## src/hw/rpaw_pkg.sv

```systemverilog
// Constants and types for the pipe address and payload width registers.
// Assumes AHB-Lite word access; register index = byte address / 4.
package rpaw_pkg;

  // Register indices as printed; byte address is four times the index
  localparam logic [7:0] IDX_RX2_LOW = 8'h0c;
  localparam logic [7:0] IDX_RX3_LOW = 8'h0d;
  localparam logic [7:0] IDX_RX4_LOW = 8'h0e;
  localparam logic [7:0] IDX_RX5_LOW = 8'h0f;
  localparam logic [7:0] IDX_TXA     = 8'h10;
  localparam logic [7:0] IDX_PW0     = 8'h11;
  localparam logic [7:0] IDX_PW1     = 8'h12;
  localparam logic [7:0] IDX_PW2     = 8'h13;
  // Holds transmit address bits 39:32, which do not fit the word above
  localparam logic [7:0] IDX_TXA_HI  = 8'h20;

  localparam int IDX_LSB = 2;
  localparam int IDX_W   = 8;

  localparam int ADDR_W  = 40;
  localparam int BYTE_W  = 8;
  localparam int NUM_LOW = 4;
  localparam int NUM_PW  = 3;
  localparam int PW_LSB  = 0;
  localparam int PW_W    = 6;

  localparam logic [7:0]  RST_RX2_LOW = 8'hc3;
  localparam logic [7:0]  RST_RX3_LOW = 8'hc4;
  localparam logic [7:0]  RST_RX4_LOW = 8'hc5;
  localparam logic [7:0]  RST_RX5_LOW = 8'hc6;
  localparam logic [39:0] RST_TXA     = 40'he7e7e7e7e7;
  localparam logic [5:0]  RST_PW      = 6'h00;
  localparam logic [5:0]  PW_MAX      = 6'h20;

  localparam logic [1:0] HTRANS_NONSEQ = 2'h2;
  localparam logic [2:0] HSIZE_BYTE    = 3'h0;
  localparam logic [2:0] HSIZE_HALF    = 3'h1;

  typedef enum logic [3:0] {
    ST_IDLE = 4'b0001,
    ST_WR   = 4'b0010,
    ST_RDW  = 4'b0100,
    ST_RDD  = 4'b1000
  } rpaw_ahb_st_t;

endpackage

```

## src/hw/rpaw_reg_if.sv

```systemverilog
// Register access strobes between the bus slave and the register bank.
// Assumes both ends sit on the same clock.
`timescale 1ns/100ps
`default_nettype none
interface rpaw_reg_if;
  logic        wr_en;
  logic        rd_req;
  logic [7:0]  idx;
  logic [3:0]  be;
  logic [31:0] wdata;
  logic [31:0] rdata;

  modport bus  (output wr_en, rd_req, idx, be, wdata, input rdata);
  modport regs (input wr_en, rd_req, idx, be, wdata, output rdata);
endinterface
`default_nettype wire

```

## src/hw/rpaw_top.sv

```systemverilog
// Pipe 2..5 receive address bytes, transmit address, pipe 0..2 widths.
// Assumes AHB-Lite word access and pipe 1 upper bytes from outside.
//
// Overview of operation
// - Pipes 2 to 5 each hold a low address byte, reset C3..C6.
// - Pipes 2 to 5 take upper address bytes 39:8 from pipe 1.
// - A 40-bit transmit address exists, used only as primary transmitter.
// - Pipes 0 to 2 each have a 6-bit payload width; 0 unused, 1 to 32 bytes.
//
// The AHB-Lite interface to the registers was decided locally.
`timescale 1ns/100ps
`default_nettype none
module rpaw_top (
  input  wire logic        i_clk,
  input  wire logic        i_reset,
  input  wire logic        i_hsel,
  input  wire logic [31:0] i_haddr,
  input  wire logic [1:0]  i_htrans,
  input  wire logic        i_hwrite,
  input  wire logic [2:0]  i_hsize,
  input  wire logic [31:0] i_hwdata,
  input  wire logic        i_hready,
  output logic             o_hreadyout,
  output logic             o_hresp,
  output logic [31:0]      o_hrdata,
  input  wire logic [31:0] i_rx_pipe1_upper,
  input  wire logic        i_primary_transmitter_role,
  output logic [39:0]      o_rx_pipe2_address,
  output logic [39:0]      o_rx_pipe3_address,
  output logic [39:0]      o_rx_pipe4_address,
  output logic [39:0]      o_rx_pipe5_address,
  output logic [39:0]      o_transmit_address,
  output logic             o_tx_address_active,
  output logic [5:0]       o_rx_pipe0_payload_width,
  output logic [5:0]       o_rx_pipe1_payload_width,
  output logic [5:0]       o_rx_pipe2_payload_width,
  output logic [2:0]       o_pipe_in_use
);

  rpaw_reg_if rif ();

  rpaw_ahb_slave u_slave (
    .i_clk       (i_clk),
    .i_reset     (i_reset),
    .i_hsel      (i_hsel),
    .i_haddr     (i_haddr),
    .i_htrans    (i_htrans),
    .i_hwrite    (i_hwrite),
    .i_hsize     (i_hsize),
    .i_hwdata    (i_hwdata),
    .i_hready    (i_hready),
    .o_hreadyout (o_hreadyout),
    .o_hresp     (o_hresp),
    .o_hrdata    (o_hrdata),
    .rif         (rif)
  );

  logic [7:0]  rx_low_r   [rpaw_pkg::NUM_LOW];
  logic [7:0]  rx_low_nxt [rpaw_pkg::NUM_LOW];
  logic [5:0]  pw_r       [rpaw_pkg::NUM_PW];
  logic [5:0]  pw_nxt     [rpaw_pkg::NUM_PW];
  logic [39:0] txa_r;
  logic [39:0] txa_nxt;

  // Replaces one byte only when its lane is enabled
  function automatic logic [7:0] merge8(input logic [7:0] old_v,
                                        input logic [7:0] new_v,
                                        input logic       en);
    merge8 = en ? new_v : old_v;
  endfunction

  // A width counts as in use only within 1..32; larger values are kept
  // as written but never enable the pipe
  function automatic logic width_in_use(input logic [5:0] w);
    width_in_use = (w != 6'h00) && (w <= rpaw_pkg::PW_MAX);
  endfunction

  always_comb begin
    for (int i = 0; i < rpaw_pkg::NUM_LOW; i++) begin
      rx_low_nxt[i] = rx_low_r[i];
    end
    for (int i = 0; i < rpaw_pkg::NUM_PW; i++) begin
      pw_nxt[i] = pw_r[i];
    end
    txa_nxt = txa_r;
    if (rif.wr_en) begin
      unique case (rif.idx)
        rpaw_pkg::IDX_RX2_LOW: begin
          rx_low_nxt[0] = merge8(rx_low_r[0], rif.wdata[7:0],
                                 rif.be[0]);
        end
        rpaw_pkg::IDX_RX3_LOW: begin
          rx_low_nxt[1] = merge8(rx_low_r[1], rif.wdata[7:0],
                                 rif.be[0]);
        end
        rpaw_pkg::IDX_RX4_LOW: begin
          rx_low_nxt[2] = merge8(rx_low_r[2], rif.wdata[7:0],
                                 rif.be[0]);
        end
        rpaw_pkg::IDX_RX5_LOW: begin
          rx_low_nxt[3] = merge8(rx_low_r[3], rif.wdata[7:0],
                                 rif.be[0]);
        end
        rpaw_pkg::IDX_TXA: begin
          // Lane 0 carries the least significant address byte
          for (int b = 0; b < 4; b++) begin
            txa_nxt[b*8 +: 8] = merge8(txa_r[b*8 +: 8],
                                       rif.wdata[b*8 +: 8],
                                       rif.be[b]);
          end
        end
        rpaw_pkg::IDX_TXA_HI: begin
          txa_nxt[39:32] = merge8(txa_r[39:32], rif.wdata[7:0],
                                  rif.be[0]);
        end
        rpaw_pkg::IDX_PW0: begin
          // Bits 7:6 are fixed at zero, so only the field is taken
          if (rif.be[0]) begin
            pw_nxt[0] = rif.wdata[rpaw_pkg::PW_LSB +: rpaw_pkg::PW_W];
          end
        end
        rpaw_pkg::IDX_PW1: begin
          if (rif.be[0]) begin
            pw_nxt[1] = rif.wdata[rpaw_pkg::PW_LSB +: rpaw_pkg::PW_W];
          end
        end
        rpaw_pkg::IDX_PW2: begin
          if (rif.be[0]) begin
            pw_nxt[2] = rif.wdata[rpaw_pkg::PW_LSB +: rpaw_pkg::PW_W];
          end
        end
        // Unmapped writes are dropped; the bus still answers OKAY
        default: begin
        end
      endcase
    end
  end

  always_ff @(posedge i_clk) begin
    if (i_reset) begin
      rx_low_r[0] <= rpaw_pkg::RST_RX2_LOW;
      rx_low_r[1] <= rpaw_pkg::RST_RX3_LOW;
      rx_low_r[2] <= rpaw_pkg::RST_RX4_LOW;
      rx_low_r[3] <= rpaw_pkg::RST_RX5_LOW;
      for (int i = 0; i < rpaw_pkg::NUM_PW; i++) begin
        pw_r[i] <= rpaw_pkg::RST_PW;
      end
      txa_r <= rpaw_pkg::RST_TXA;
    end else begin
      for (int i = 0; i < rpaw_pkg::NUM_LOW; i++) begin
        rx_low_r[i] <= rx_low_nxt[i];
      end
      for (int i = 0; i < rpaw_pkg::NUM_PW; i++) begin
        pw_r[i] <= pw_nxt[i];
      end
      txa_r <= txa_nxt;
    end
  end

  // Read mux; narrow registers sit in the low bits, the rest reads zero
  always_comb begin
    rif.rdata = 32'h0000_0000;
    unique case (rif.idx)
      rpaw_pkg::IDX_RX2_LOW: rif.rdata[7:0] = rx_low_r[0];
      rpaw_pkg::IDX_RX3_LOW: rif.rdata[7:0] = rx_low_r[1];
      rpaw_pkg::IDX_RX4_LOW: rif.rdata[7:0] = rx_low_r[2];
      rpaw_pkg::IDX_RX5_LOW: rif.rdata[7:0] = rx_low_r[3];
      rpaw_pkg::IDX_TXA:     rif.rdata = txa_r[31:0];
      rpaw_pkg::IDX_TXA_HI:  rif.rdata[7:0] = txa_r[39:32];
      rpaw_pkg::IDX_PW0:     rif.rdata[5:0] = pw_r[0];
      rpaw_pkg::IDX_PW1:     rif.rdata[5:0] = pw_r[1];
      rpaw_pkg::IDX_PW2:     rif.rdata[5:0] = pw_r[2];
      default: begin
      end
    endcase
  end

  // Pipes 2..5 share pipe 1's upper bytes, so one write to pipe 1
  // retargets all four at once
  assign o_rx_pipe2_address = {i_rx_pipe1_upper, rx_low_r[0]};
  assign o_rx_pipe3_address = {i_rx_pipe1_upper, rx_low_r[1]};
  assign o_rx_pipe4_address = {i_rx_pipe1_upper, rx_low_r[2]};
  assign o_rx_pipe5_address = {i_rx_pipe1_upper, rx_low_r[3]};

  // Matching pipe 0 to this address is left to software
  assign o_transmit_address  = txa_r;
  assign o_tx_address_active = i_primary_transmitter_role;

  assign o_rx_pipe0_payload_width = pw_r[0];
  assign o_rx_pipe1_payload_width = pw_r[1];
  assign o_rx_pipe2_payload_width = pw_r[2];
  assign o_pipe_in_use = {width_in_use(pw_r[2]),
                          width_in_use(pw_r[1]),
                          width_in_use(pw_r[0])};
endmodule
`default_nettype wire

```

## src/hw/rpaw_ahb_slave.sv

```systemverilog
// AHB-Lite slave front end: turns bus transfers into register strobes.
// Assumes a single master; writes take no wait state, reads take one.
`timescale 1ns/100ps
`default_nettype none
module rpaw_ahb_slave (
  input  wire logic        i_clk,
  input  wire logic        i_reset,
  input  wire logic        i_hsel,
  input  wire logic [31:0] i_haddr,
  input  wire logic [1:0]  i_htrans,
  input  wire logic        i_hwrite,
  input  wire logic [2:0]  i_hsize,
  input  wire logic [31:0] i_hwdata,
  input  wire logic        i_hready,
  output logic             o_hreadyout,
  output logic             o_hresp,
  output logic [31:0]      o_hrdata,
  rpaw_reg_if.bus          rif
);

  rpaw_pkg::rpaw_ahb_st_t st_r, st_nxt;
  logic [7:0]  idx_r, idx_nxt;
  logic [3:0]  be_r, be_nxt;
  logic [31:0] rdata_r, rdata_nxt;
  logic        accept;

  assign accept = i_hsel && i_htrans[1] && i_hready;

  always_comb begin
    st_nxt    = st_r;
    idx_nxt   = idx_r;
    be_nxt    = be_r;
    rdata_nxt = rdata_r;
    unique case (st_r)
      rpaw_pkg::ST_RDW: begin
        // Sampled one cycle late so a write just before is seen
        rdata_nxt = rif.rdata;
        st_nxt    = rpaw_pkg::ST_RDD;
      end
      default: begin
        st_nxt = rpaw_pkg::ST_IDLE;
        if (accept) begin
          idx_nxt = i_haddr[rpaw_pkg::IDX_LSB +: rpaw_pkg::IDX_W];
          st_nxt  = i_hwrite ? rpaw_pkg::ST_WR : rpaw_pkg::ST_RDW;
          if (i_hsize == rpaw_pkg::HSIZE_BYTE)
            be_nxt = 4'h1 << i_haddr[1:0];
          else if (i_hsize == rpaw_pkg::HSIZE_HALF)
            be_nxt = i_haddr[1] ? 4'hc : 4'h3;
          else
            be_nxt = 4'hf;
        end
      end
    endcase
  end

  always_ff @(posedge i_clk) begin
    if (i_reset) begin
      st_r    <= rpaw_pkg::ST_IDLE;
      idx_r   <= 8'h00;
      be_r    <= 4'h0;
      rdata_r <= 32'h0000_0000;
    end else begin
      st_r    <= st_nxt;
      idx_r   <= idx_nxt;
      be_r    <= be_nxt;
      rdata_r <= rdata_nxt;
    end
  end

  assign rif.wr_en  = (st_r == rpaw_pkg::ST_WR);
  assign rif.rd_req = (st_r == rpaw_pkg::ST_RDW);
  assign rif.idx    = idx_r;
  assign rif.be     = be_r;
  assign rif.wdata  = i_hwdata;

  assign o_hreadyout = (st_r != rpaw_pkg::ST_RDW);
  assign o_hresp     = 1'b0;
  assign o_hrdata    = rdata_r;
endmodule
`default_nettype wire

```

## config.mk

```make
export PLATFORM = sky130hd
export DESIGN_NAME = rpaw_top
export DESIGN_NICKNAME = d
export VERILOG_FILES = /design/src/hw/rpaw_pkg.sv /design/src/hw/rpaw_reg_if.sv /design/src/hw/rpaw_top.sv /design/src/hw/rpaw_ahb_slave.sv
export SDC_FILE = /design/constraint.sdc
export NUM_CORES = 1
export LEC_CHECK = 0
export ABC_AREA = 1
export BUFFER_PORTS_ARGS = -buffer_cell sky130_fd_sc_hd__buf_2
export CORE_AREA = 8 8 134 136
export CTS_CLUSTER_DIAMETER = 60
export DETAILED_ROUTE_END_ITERATION = 10
export DIE_AREA = 0 0 142 144
export PLACE_DENSITY_LB_ADDON = 0.08
export SETUP_SLACK_MARGIN = 0.05
export SLEW_MARGIN = 10
export SYNTH_ARGS = -nofsm -noshare
export SYNTH_HDL_FRONTEND = slang
export SYNTH_SLANG_ARGS = --single-unit
export TNS_END_PERCENT = 1
```

## constraint.sdc

```tcl
create_clock -name i_clk -period 1.75 [get_ports i_clk]
set_input_delay 0.0875 -clock i_clk [delete_from_list [all_inputs] [get_ports i_clk]]
set_output_delay 0.0875 -clock i_clk [all_outputs]
set_load 0.02 [all_outputs]
```

### After elaboration in Yosys (flattened, before gate mapping)

Memory sizes are Yosys's and may differ from the RTL's.
Index checks and enable logic that the tools add are counted.

* shifts and indexed selects: 1
* equal/unequal tests: 13
* reductions and logical operators: 16
* magnitude comparators: 3
* multiplexer cells: 35
* multipliers: 0
* add/subtract/negate cells: 0
* divide/modulo/power cells: 0
* bitwise gates (word level): 9

Operators by type and width (count)
* 2-to-1 mux 8 bit: 12
* 2-to-1 mux 6 bit: 9
* case mux 6 bit (9 select lines): 1
* == test 8 x 4 -> 1 bit, second input constant: 4
* == test 8 x 5 -> 1 bit, second input constant: 4
* 2-to-1 mux 32 bit: 1
* 2-to-1 mux 24 bit: 1
* 2-to-1 mux 4 bit: 5
* <= comparator 6 bit, second input constant: 3
* 2-to-1 mux 18 bit: 1
* nonzero test 6 bit: 3
* AND reduction 3 bit: 5
* case mux 2 bit (6 select lines): 1
* == test 8 x 6 -> 1 bit, second input constant: 1
* bitwise OR 1 bit: 7
* logical AND 1 bit: 5
* == test 4 x 2 -> 1 bit, second input constant: 1
* == test 4 x 3 -> 1 bit, second input constant: 1
* inequality test 4 x 3 -> 1 bit, second input constant: 1
* << shifter 1 x 2 -> 4 bit, first input constant: 1
* == test 3 x 1 -> 1 bit, second input constant: 1
* logical NOT 3 bit: 1
* 2-to-1 mux 1 bit: 3
* 2-to-1 mux 3 bit: 1
* 3 further kinds: 4

* bits in latches: 0
* RAM bits: 50
* memories: 2
* logic and storage cells: 89
* bits in registers: 88
* bits of input ports: 107
* ROM bits: 0
* output and inout bits: 256

Memory list
* rx_low_r: words 4, bits a word 8, rd ports 4, clocked after Yosys merged registers in 0, wr ports 4, RTL line rpaw_top.sv:58 `logic [7:0] rx_low_r [rpaw_pkg::NUM_LOW];`
* pw_r: words 3, bits a word 6, rd ports 3, clocked after Yosys merged registers in 0, wr ports 3, RTL line rpaw_top.sv:60 `logic [5:0] pw_r [rpaw_pkg::NUM_PW];`

### Longest topological paths before layout

Gate-level depths: netlist (run 1).
An unclocked memory read counts as a cell.

* depth after elaboration: 5
* depth in mapped cells: 12
* gate-level depth less buffers: 11

### Cells and area by module

A second synthesis (run 1) with hierarchy kept.

* cells, all modules: 1011
* area total of the unflattened synthesis: 7522.2 sq um

Modules (own cells, without submodules)
* rpaw_top: cells each 740, area an instance 5440.2 sq um, seq. area each 1801.7 sq um, instances 1
* rpaw_ahb_slave: cells each 271, area an instance 2082.0 sq um, seq. area each 960.9 sq um, instances 1

### Worst setup path before layout (run 1)

Ideal clock, no wire load.

* path kind: register -> register
* start: register u_slave.st_r[1]
* end: register u_slave.rdata_r[0], in the netlist u_slave.o_hrdata[0]
* data required time: 1.618 ns
* slack: 0.391 ns
* period minus slack after synthesis: 1.359 ns
* stages on the path, launching flop included: 6
* buffers on the path: 1
* data arrival time: 1.226 ns
* library setup time: 0.132 ns
* cells stage by stage: dfxtp_1 > nor4_4 > inv_2 > clkbuf_1 > nand2_1 > a21oi_1

* cells in the longest elaborated chain, start to end: 1

Ends and longest elaborated chain
* start, declared: RTL line rpaw_ahb_slave.sv:21 `rpaw_pkg::rpaw_ahb_st_t st_r, st_nxt;`
* start signal, assigned: RTL line rpaw_ahb_slave.sv:58 `st_r <= rpaw_pkg::ST_IDLE;`
* start signal, assigned: RTL line rpaw_ahb_slave.sv:63 `st_r <= st_nxt;`
* == test 4 x 3 -> 1 bit
* end signal, assigned: RTL line rpaw_ahb_slave.sv:66 `rdata_r <= rdata_nxt;`
* end, declared: RTL line rpaw_ahb_slave.sv:24 `logic [31:0] rdata_r, rdata_nxt;`

No other way between the ends.
A chain may end at the register's enable or synchronous reset.

==> results.ini, run 1 <==
[sta]
fin_worst_skew_ns = 0.00765
tightest_slew_ns = 0.502
layout_min_cycle_time_ns = 1.61
fmax_mhz = 621
rsz0062_at_grt = yes
slew_viol_final = 0
finalSetupViolCount = 0
period_share = 0.920
hold_viol = 0
max_slew_margin = 0.665

[synth]
ys.flop_type = dfxtp_1
synth.distinct_cells = 31
yosysMostFrequentCell = nand2_1
ys_seq_elements = 138
synth_compound_area_frac = 0.149
yosys_warnings = 0
synth-simple-area-share = 0.231
synth_fa_ha_area_frac = 0
yosysTopAreaCell = dfxtp_1
synth_mux_area_frac = 0
ys_seq_area_frac = 0.418
syn-cell-area_mm2 = 0.00661
synth_edf_count = 0
avgSynthCellArea_um2 = 7.81
synthXorXnorAreaFrac = 0.00397
synth_top_family_by_area = simple AND/OR/NAND/NOR gates
synthCells = 847
synthArstFlopShare = 0
syn_nets = 954
yosysTopAreaCellShare = 0.418
yosys-top-cells-area = dfxtp_1, buf_4, nand2_1, nand3_1, a21oi_1
synth_common_cells = nand2_1, dfxtp_1, buf_4

[placement]
io_buffers = 176
placed_cells = 1094
gp_congestion = 0.856
post-dp-hpwl_um = 15100

[floorplan]
io_pins = 363
die_w_um = 142
core-area_mm2 = 0.0161
rows = 47
die_area_mm2 = 0.0204
die_h_um = 144
start_util = 0.412

[global_route]
grt_usage = 0.202
grt_first_pass_wirelength_um = 32000
grt_max_degree = 52
grt_pass1_vias = 5705
grt-ovfl-total = 0
antenna_found_initial = 0

[detailed_routing]
vias_per_cell = 5.02
wire_per_inst_um = 17.7
initialDrtViolationCount = 336
wl_um = 20700
first_pass_iters = 5
vias = 5863
antenna_left = 0
drc = 0

[setup_path]
cp.required_ns = 2.02
worstPathCellList = nand2_2, nor2_4, nand2_1, nor2_4, inv_1, nand2_1, o211ai_1
arrival_ns = 1.89
path_max_fanout = 9
path_delay_family = simple AND/OR/NAND/NOR gates
start_kind = register
crit_type = reg -> reg
r2r_start = u_slave.rif.idx[3]
timing.critical_path.buf_inv = 1
slowest_stage = dfxtp_1
endpoint_kind = register
critPathMaxStageDelay_ns = 0.34
crit_start = u_slave.rif.idx[3]

[cts]
path_clk_slew_ns = 0.06
tritoncts = yes
numCtsBuffers = 17
cts_sinks = 138
clock_latency_ns = 0.41
clock-root-buffer = clkbuf_16
clock_path_buffers = 2
htreeDepth = 4

[worst_hold_path]
hold_path_class = in -> reg
min_from = i_htrans[1]

[job]
maxCapViolCount = 0

[power_and_ir_drop]
total_power_mw = 7.27
power.density_mw_per_mm2 = 929
ir_worst_vdd_v = 0.000615
p_leak_nw = 3.60

[final_layout]
fillCellCount = 1594
antenna_cells = 0
area_growth_pct = 18.4
nets = 1042
fin_cells = 1168
drive_gt1_frac = 0.287

[outcome]
status = finished, final reports clean

[stage by stage]
| stage | area (um2) | setup WS, ns | utilization | hold WS [ns] | setup TNS, ns |
|---|---|---|---|---|---|
| after floorplan | 6610 | 0.391 | - | 0.164 | 0 |
| after global placement | 6770 | 0.0895 | 0.422 | 0.175 | 0 |
| after detailed placement | 6770 | 0.0578 | 0.422 | 0.175 | 0 |
| after CTS | 7730 | 0.0515 | 0.481 | 0.0218 | 0 |
| after global routing | 7830 | -0.0166 | 0.488 | 0.0695 | -0.0238 |
| final | 7830 | 0.140 | 0.488 | 0.0271 | 0 |
[logic make-up after synthesis]
| kind of cell | count (synthesis) |
|---|---|
| AND/OR/NAND/NOR | 317 |
| AO/OA/AOI/OAI | 182 |
| other | 1 |
| buffers and inverters | 206 |
| flip-flops | 138 |
| XOR/XNOR | 3 |
[cell type report]
type / count / area [um2] / area share
multi-input combinational: 503 / 2570 / 0.329
clock buffer: 21 / 450 / 0.0575
inverter: 41 / 164 / 0.0209
clock inverter: 11 / 145 / 0.0185
sequential: 138 / 2760 / 0.353
timing repair buffer: 234 / 1460 / 0.186
tap: 220 / 275 / 0.0352
[power by group]
group / switching (mW) / internal (mW) / leakage, nW
registers: 0.0126 / 3.16 / 1.11
clock network: 1.36 / 2.28 / 0.283
logic: 0.277 / 0.188 / 2.21
total: 1.65 / 5.62 / 3.60
[final timing paths]
| path | slack, ns | end | cells past startpoint |
|---|---|---|---|
| setup reg to reg | 0.14 | rx_low_r[0][0] | 7 |
| hold reg to reg | 0.46 | u_slave.o_hrdata[22] | 2 |
| hold / removal | 0.03 | u_slave.st_r[0] | 4 |
| setup / recovery | 0.14 | rx_low_r[0][0] | 7 |
[worst reg2reg max path: stages (launching register included)]
cell,delay (ns)
dfxtp_1,0.34
nand2_2,0.15
nor2_4,0.25
nand2_1,0.14
nor2_4,0.22
inv_1,0.19
nand2_1,0.10
o211ai_1,0.08
[layout by cell type, fill, tap and decap left out, drive strengths merged, types with 8 or more instances in the layout]
cell type    Yosys  layout
buf            148     198
nand2          164     164
dfxtp          138     138
nand3          104     104
a21oi           90      90
o21ai           63      63
nor2            42      42
inv             34      38
dlygate4sd3      0      36
o211ai          27      27
clkbuf          17      21
clkinv           7       8
[state kept, by name, indices dropped and copies added, names as in the netlist]
name / cells
u_slave.rif.idx: 8
rx_low_r: 32
o_transmit_address: 40
u_slave.rif.be: 4
pw_r: 18
u_slave.o_hrdata: 32
u_slave.st_r: 4
[what timing repair did]
item                       4_1_cts  5_1_grt
pin swaps                        1        5
gates resized for setup          0       17
setup buffers                    0        6
setup endpoints to repair        1       60
gates cloned                     0        0
hold buffers                    36        0
hold endpoints to repair        37        0
[routing by layer]
metal / vias to the layer above / global-route usage / share of wire / routed length [um]
met5: - / 0 / 0 / 0
li1: 2878 / - / - / -
met2: 257 / 0.323 / 0.46 / 9590
met4: 0 / 0.0678 / 0.021 / 435
met1: 2691 / 0.248 / 0.44 / 9020
met3: 37 / 0.0720 / 0.079 / 1630
Note: power is estimated with default switching activity, not from simulation.
==> inputs of run 2 (changes only) <==
--- a/config.mk
+++ b/config.mk
@@ -11,7 +11,7 @@
 export CTS_CLUSTER_DIAMETER = 60
 export DETAILED_ROUTE_END_ITERATION = 10
 export DIE_AREA = 0 0 142 144
-export PLACE_DENSITY_LB_ADDON = 0.08
+export PLACE_DENSITY = 0.85
 export SETUP_SLACK_MARGIN = 0.05
 export SLEW_MARGIN = 10
 export SYNTH_ARGS = -nofsm -noshare
==> results.ini, run 2 (synthesized netlist as in run 1, its figures left out) <==
[final_layout]
fin_cells = 1166  ; -0.17%
layout_commonest_cell = buf_2
largest_reg_flops = 40  ; unchanged
fillCellCount = 1535  ; -3.7%
multi_input_area_mm2 = 0.00256  ; -0.29%
area_growth_pct = 17.5
nets = 1037  ; -0.48%
utilization = 0.484  ; -0.00374
drive_gt1_frac = 0.282  ; -0.00484
final_cell_mix = buf_2, nand2_1, dfxtp_1
seq_area_mm2 = 0.00276  ; unchanged

[sta]
slew_viol_final = 0  ; unchanged
finalSetupViolCount = 0  ; unchanged
period_share = 0.959  ; +0.0385
fin_worst_skew_ns = 0.0138  ; +0.00614 ns
setup_tns_ns = 0  ; unchanged
fmax_mhz = 596  ; -4.0%
hold_viol = 0  ; unchanged
rsz0062_at_grt = yes
tightest_slew_ns = 0.498  ; -0.00415 ns
layout_min_cycle_time_ns = 1.68  ; +0.0673 ns
hold_ws_ns = 0.0174  ; -0.00978 ns
max_slew_margin = 0.668  ; +0.00228

[setup_path]
path_max_fanout = 18  ; +9
r2r_start = u_slave.rif.idx[3]
endpoint_kind = primary output
crit_type = reg -> out
arrival_ns = 1.59  ; -0.30 ns
r2r_slack_ns = 0.16  ; +0.02 ns
start_kind = register
cp.required_ns = 1.66  ; -0.36 ns
crit_start = u_slave.st_r[1]

[cts]
post-cts-setup-buffers = 0  ; unchanged
clock_latency_ns = 0.42  ; about the same
htreeDepth = 4  ; unchanged
numCtsBuffers = 17  ; unchanged
cts_sinks = 138  ; unchanged
clock_path_buffers = 2  ; unchanged
path_clk_slew_ns = 0.06  ; about the same
tritoncts = yes
clock-root-buffer = clkbuf_16

[detailed_routing]
drc = 0  ; unchanged
vias_per_cell = 5.08  ; +1.3%
antenna_left = 0  ; unchanged
wire_per_inst_um = 18.2  ; +2.7%
initialDrtViolationCount = 367  ; +9.2%
wl_um = 21200  ; +2.6%
first_pass_iters = 5  ; unchanged
vias = 5929  ; +1.1%

[floorplan]
io_pins = 363  ; unchanged
rows = 47  ; unchanged
die_area_mm2 = 0.0204  ; unchanged
core-area_mm2 = 0.0161  ; unchanged
die_w_um = 142  ; unchanged
die_h_um = 144  ; unchanged
start_util = 0.412  ; unchanged

[global_route]
grt-ovfl-total = 0  ; unchanged
grt_max_degree = 40  ; -23%
grt_pass1_vias = 5733  ; +0.49%
grt_first_pass_wirelength_um = 31700  ; -1.1%
antenna_found_initial = 2  ; +2
grt_usage = 0.200  ; -0.00212

[power_and_ir_drop]
ir_worst_vdd_v = 0.000660  ; +7.4%
total_power_mw = 7.24  ; -0.40%
p_leak_nw = 3.56  ; -1.2%
power.density_mw_per_mm2 = 932  ; +0.37%

[placement]
post-dp-hpwl_um = 15600  ; +3.1%
gp_congestion = 0.879  ; +2.7%
placed_cells = 1096  ; +0.18%
io_buffers = 176  ; unchanged

[job]
maxCapViolCount = 0  ; unchanged

[worst_hold_path]
min_from = i_haddr[2]
hold_path_class = in -> reg

[outcome]
status = finished, final reports clean

run 2: cell count changes in the layout (fill, tap and decap cells not counted), sizes merged:
cell and delta:
buf -4, diode +3, clkinvlp +2, bufinv -1, clkbuf -1, clkinv +1
dlygate4sd3 -1, inv -1
run 2: worst paths after layout:
| check | cells past startpoint | end |
|---|---|---|
| max | 4 | o_hreadyout |
| min | 3 | u_slave.rif.idx[0] |
| max reg2reg | 7 | rx_low_r[0][0] |
| min reg2reg | 2 | u_slave.o_hrdata[12] |
run 2: per-stage QoR:
step	setup WS, ns	cell area (um2)
6_report	0.0722	7770
5_1_grt	-0.0259	7770
4_1_cts	0.0548	7740
3_5_place_dp	0.143	6790
3_3_place_gp	0.197	6790
2_1_floorplan	0.391	6610
run 2: per-layer routing:
| layer | vias up | global-route usage | wire, um |
|---|---|---|---|
| li1 | 2864 | - | - |
| met1 | 2676 | 0.224 | 8250 |
| met2 | 353 | 0.346 | 10600 |
| met3 | 36 | 0.0640 | 1770 |
| met4 | 0 | 0.0808 | 555 |
| met5 | - | 0 | 0 |
run 2: critical path, stage by stage (launching register included):
cell     delay [ns]
dfxtp_1        0.33
nor4_4         0.36
inv_2          0.07
buf_4          0.22
buf_2          0.20
run 2: power breakdown:
group          switching [mW]  internal (mW)
logic                   0.265          0.178
clock network            1.44           2.19
registers              0.0127           3.16
run 2: repair_timing:
action,4_1_cts,5_1_grt
hold buffers,35,0
resized for setup,0,5
hold endpoints to repair,36,0
endpoints found under the setup margin,0,27
run 2: layout make-up:
class / instances / share of cell area
sequential: 138 / 0.356
multi-input combinational: 503 / 0.330
timing repair buffer: 229 / 0.181
clock buffer: 20 / 0.0588
tap: 220 / 0.0354
inverter: 41 / 0.0203
clock inverter: 12 / 0.0180
antenna: 3 / 0.000966
==> inputs of run 3 (changes only) <==
--- a/config.mk
+++ b/config.mk
@@ -12,6 +12,7 @@
 export DETAILED_ROUTE_END_ITERATION = 10
 export DIE_AREA = 0 0 142 144
 export PLACE_DENSITY = 0.85
+export RECOVER_POWER = 100
 export SETUP_SLACK_MARGIN = 0.05
 export SLEW_MARGIN = 10
 export SYNTH_ARGS = -nofsm -noshare
==> results.ini, run 3 (synthesized netlist as in run 1, its figures left out) <==
[detailed_routing]
vias_per_cell = 5.12  ; +0.66%
wire_per_inst_um = 18.1  ; -0.19%
vias = 5968  ; +0.66%
drc = 0  ; unchanged
first_pass_iters = 7  ; +2
wl_um = 21200  ; -0.19%
initialDrtViolationCount = 347  ; -5.4%
antenna_left = 0  ; unchanged

[floorplan]
rows = 47  ; unchanged
core-area_mm2 = 0.0161  ; unchanged
io_pins = 363  ; unchanged
die_h_um = 144  ; unchanged
die_area_mm2 = 0.0204  ; unchanged
die_w_um = 142  ; unchanged
start_util = 0.412  ; unchanged

[cts]
path_clk_slew_ns = 0.06  ; about the same
clock-root-buffer = clkbuf_16
htreeDepth = 4  ; unchanged
clock_latency_ns = 0.42  ; about the same
cts_sinks = 138  ; unchanged
tritoncts = yes
numCtsBuffers = 17  ; unchanged
clock_path_buffers = 2  ; unchanged

[power_and_ir_drop]
p_seq_frac = 0.438  ; about the same
power.density_mw_per_mm2 = 956  ; +2.5%
p_clk_frac = 0.501  ; about the same
p_leak_nw = 3.15  ; -12%
p_int_mw = 5.52  ; about the same
switching_share = 0.237  ; about the same
ir_worst_vdd_v = 0.000667  ; +1.0%
power_frac_comb = 0.061  ; about the same
power.switching_mw = 1.71  ; about the same

[sta]
fin_worst_skew_ns = 0.0117  ; -0.00209 ns
period_share = 0.961  ; +0.00189
finalSetupViolCount = 0  ; unchanged
setup_tns_ns = 0  ; unchanged
slew_viol_final = 0  ; unchanged
rsz0062_at_grt = yes
layout_min_cycle_time_ns = 1.68  ; +0.00331 ns
hold_viol = 0  ; unchanged
fmax_mhz = 595  ; -0.20%

[job]
maxCapViolCount = 0  ; unchanged

[setup_path]
crit_type = reg -> out
arrival_ns = 1.59  ; about the same
start_kind = register
path_max_fanout = 18  ; unchanged
cp.required_ns = 1.66  ; about the same
endpoint_kind = primary output

[final_layout]
fin_cells = 1166  ; unchanged
area_growth_pct = 14.6
final_cell_mix = nand2_1, dfxtp_1, clkbuf_1
drive_gt1_frac = 0.148  ; -0.134
nets = 1037  ; unchanged
layout_commonest_cell = nand2_1
largest_reg_flops = 40  ; unchanged

[global_route]
antenna_found_initial = 2  ; unchanged
grt_first_pass_wirelength_um = 31700  ; unchanged
grt_usage = 0.200  ; unchanged
grt_pass1_vias = 5733  ; unchanged
grt-ovfl-total = 0  ; unchanged
grt_max_degree = 40  ; unchanged

[placement]
gp_congestion = 0.879  ; unchanged
post-dp-hpwl_um = 15600  ; unchanged
io_buffers = 176  ; unchanged
placed_cells = 1096  ; unchanged

[worst_hold_path]
hold_path_class = in -> reg

[outcome]
status = finished, final reports clean

## run 3: cell types whose count changed in the layout (fill, tap and decap cells not counted), moves of 2 or more
cell | before | now
clkbuf_1 | 1 | 125
nor2_4 | 15 | 13
nor2_1 | 23 | 25
buf_2 | 176 | 51
buf_4 | 15 | 11
clkbuf_2 | 0 | 5
## run 3: power by group through the flow
stage	clock network, mW	logic [mW]	registers, mW
2_1_floorplan	0	0.649	3.24
3_3_place_gp	0	0.364	3.24
3_5_place_dp	0	0.371	3.24
4_1_cts	3.70	0.438	3.17
5_1_grt	3.83	0.475	3.17
6_report	3.63	0.441	3.17
## run 3: worst max-delay path: stages, from the launching register on
cell     delay (ns)
dfxtp_1        0.33
nor4_4         0.36
inv_2          0.07
buf_4          0.22
buf_2          0.20
## run 3: path summary, 6_finish.rpt
check,start,endpoint,slack [ns],cells after the start
hold reg to reg,u_slave.o_hrdata[1],u_slave.o_hrdata[1],0.46,2
setup reg to reg,u_slave.rif.idx[2],rx_low_r[0][0],0.13,7
hold / removal,i_haddr[2],u_slave.rif.idx[0],0.02,3
setup / recovery,u_slave.st_r[1],o_hreadyout,0.07,4
## run 3: layer usage
metal	vias up	routed length, um	GRT usage
met5	-	0	0
met3	40	1810	0.0640
met1	2680	8130	0.224
met4	0	545	0.0808
li1	2863	-	-
met2	385	10700	0.346
## run 3: stage by stage
stage	power, mW	utilization	setup WS (ns)	hold slack, ns	cell area, um2
2_1_floorplan	3.89	-	0.391	0.164	6610
3_3_place_gp	3.60	0.423	0.197	0.175	6790
3_5_place_dp	3.61	0.423	0.143	0.175	6790
4_1_cts	7.31	0.482	0.0548	0.00410	7740
5_1_grt	7.47	0.472	-0.0259	0.0368	7570
6_report	7.24	0.472	0.0689	0.0164	7580
## run 3: layout make-up
type | count | area (um2)
diodes | 3 | 7.51
clock buffers | 20 | 457
clock inverters | 12 | 140
fillers | 1604 | 8480
inverters | 41 | 158
multi-input cells | 503 | 2540
flip-flops and latches | 138 | 2760
well taps | 220 | 275
repair buffers | 229 | 1240
## run 3: repair_timing
action / 4_1_cts / 5_1_grt
gates resized for setup: 0 / 5
setup buffers: 0 / 0
endpoints found under the setup margin: 0 / 27
endpoints found under the hold margin: 36 / 0
hold buffers: 35 / 0
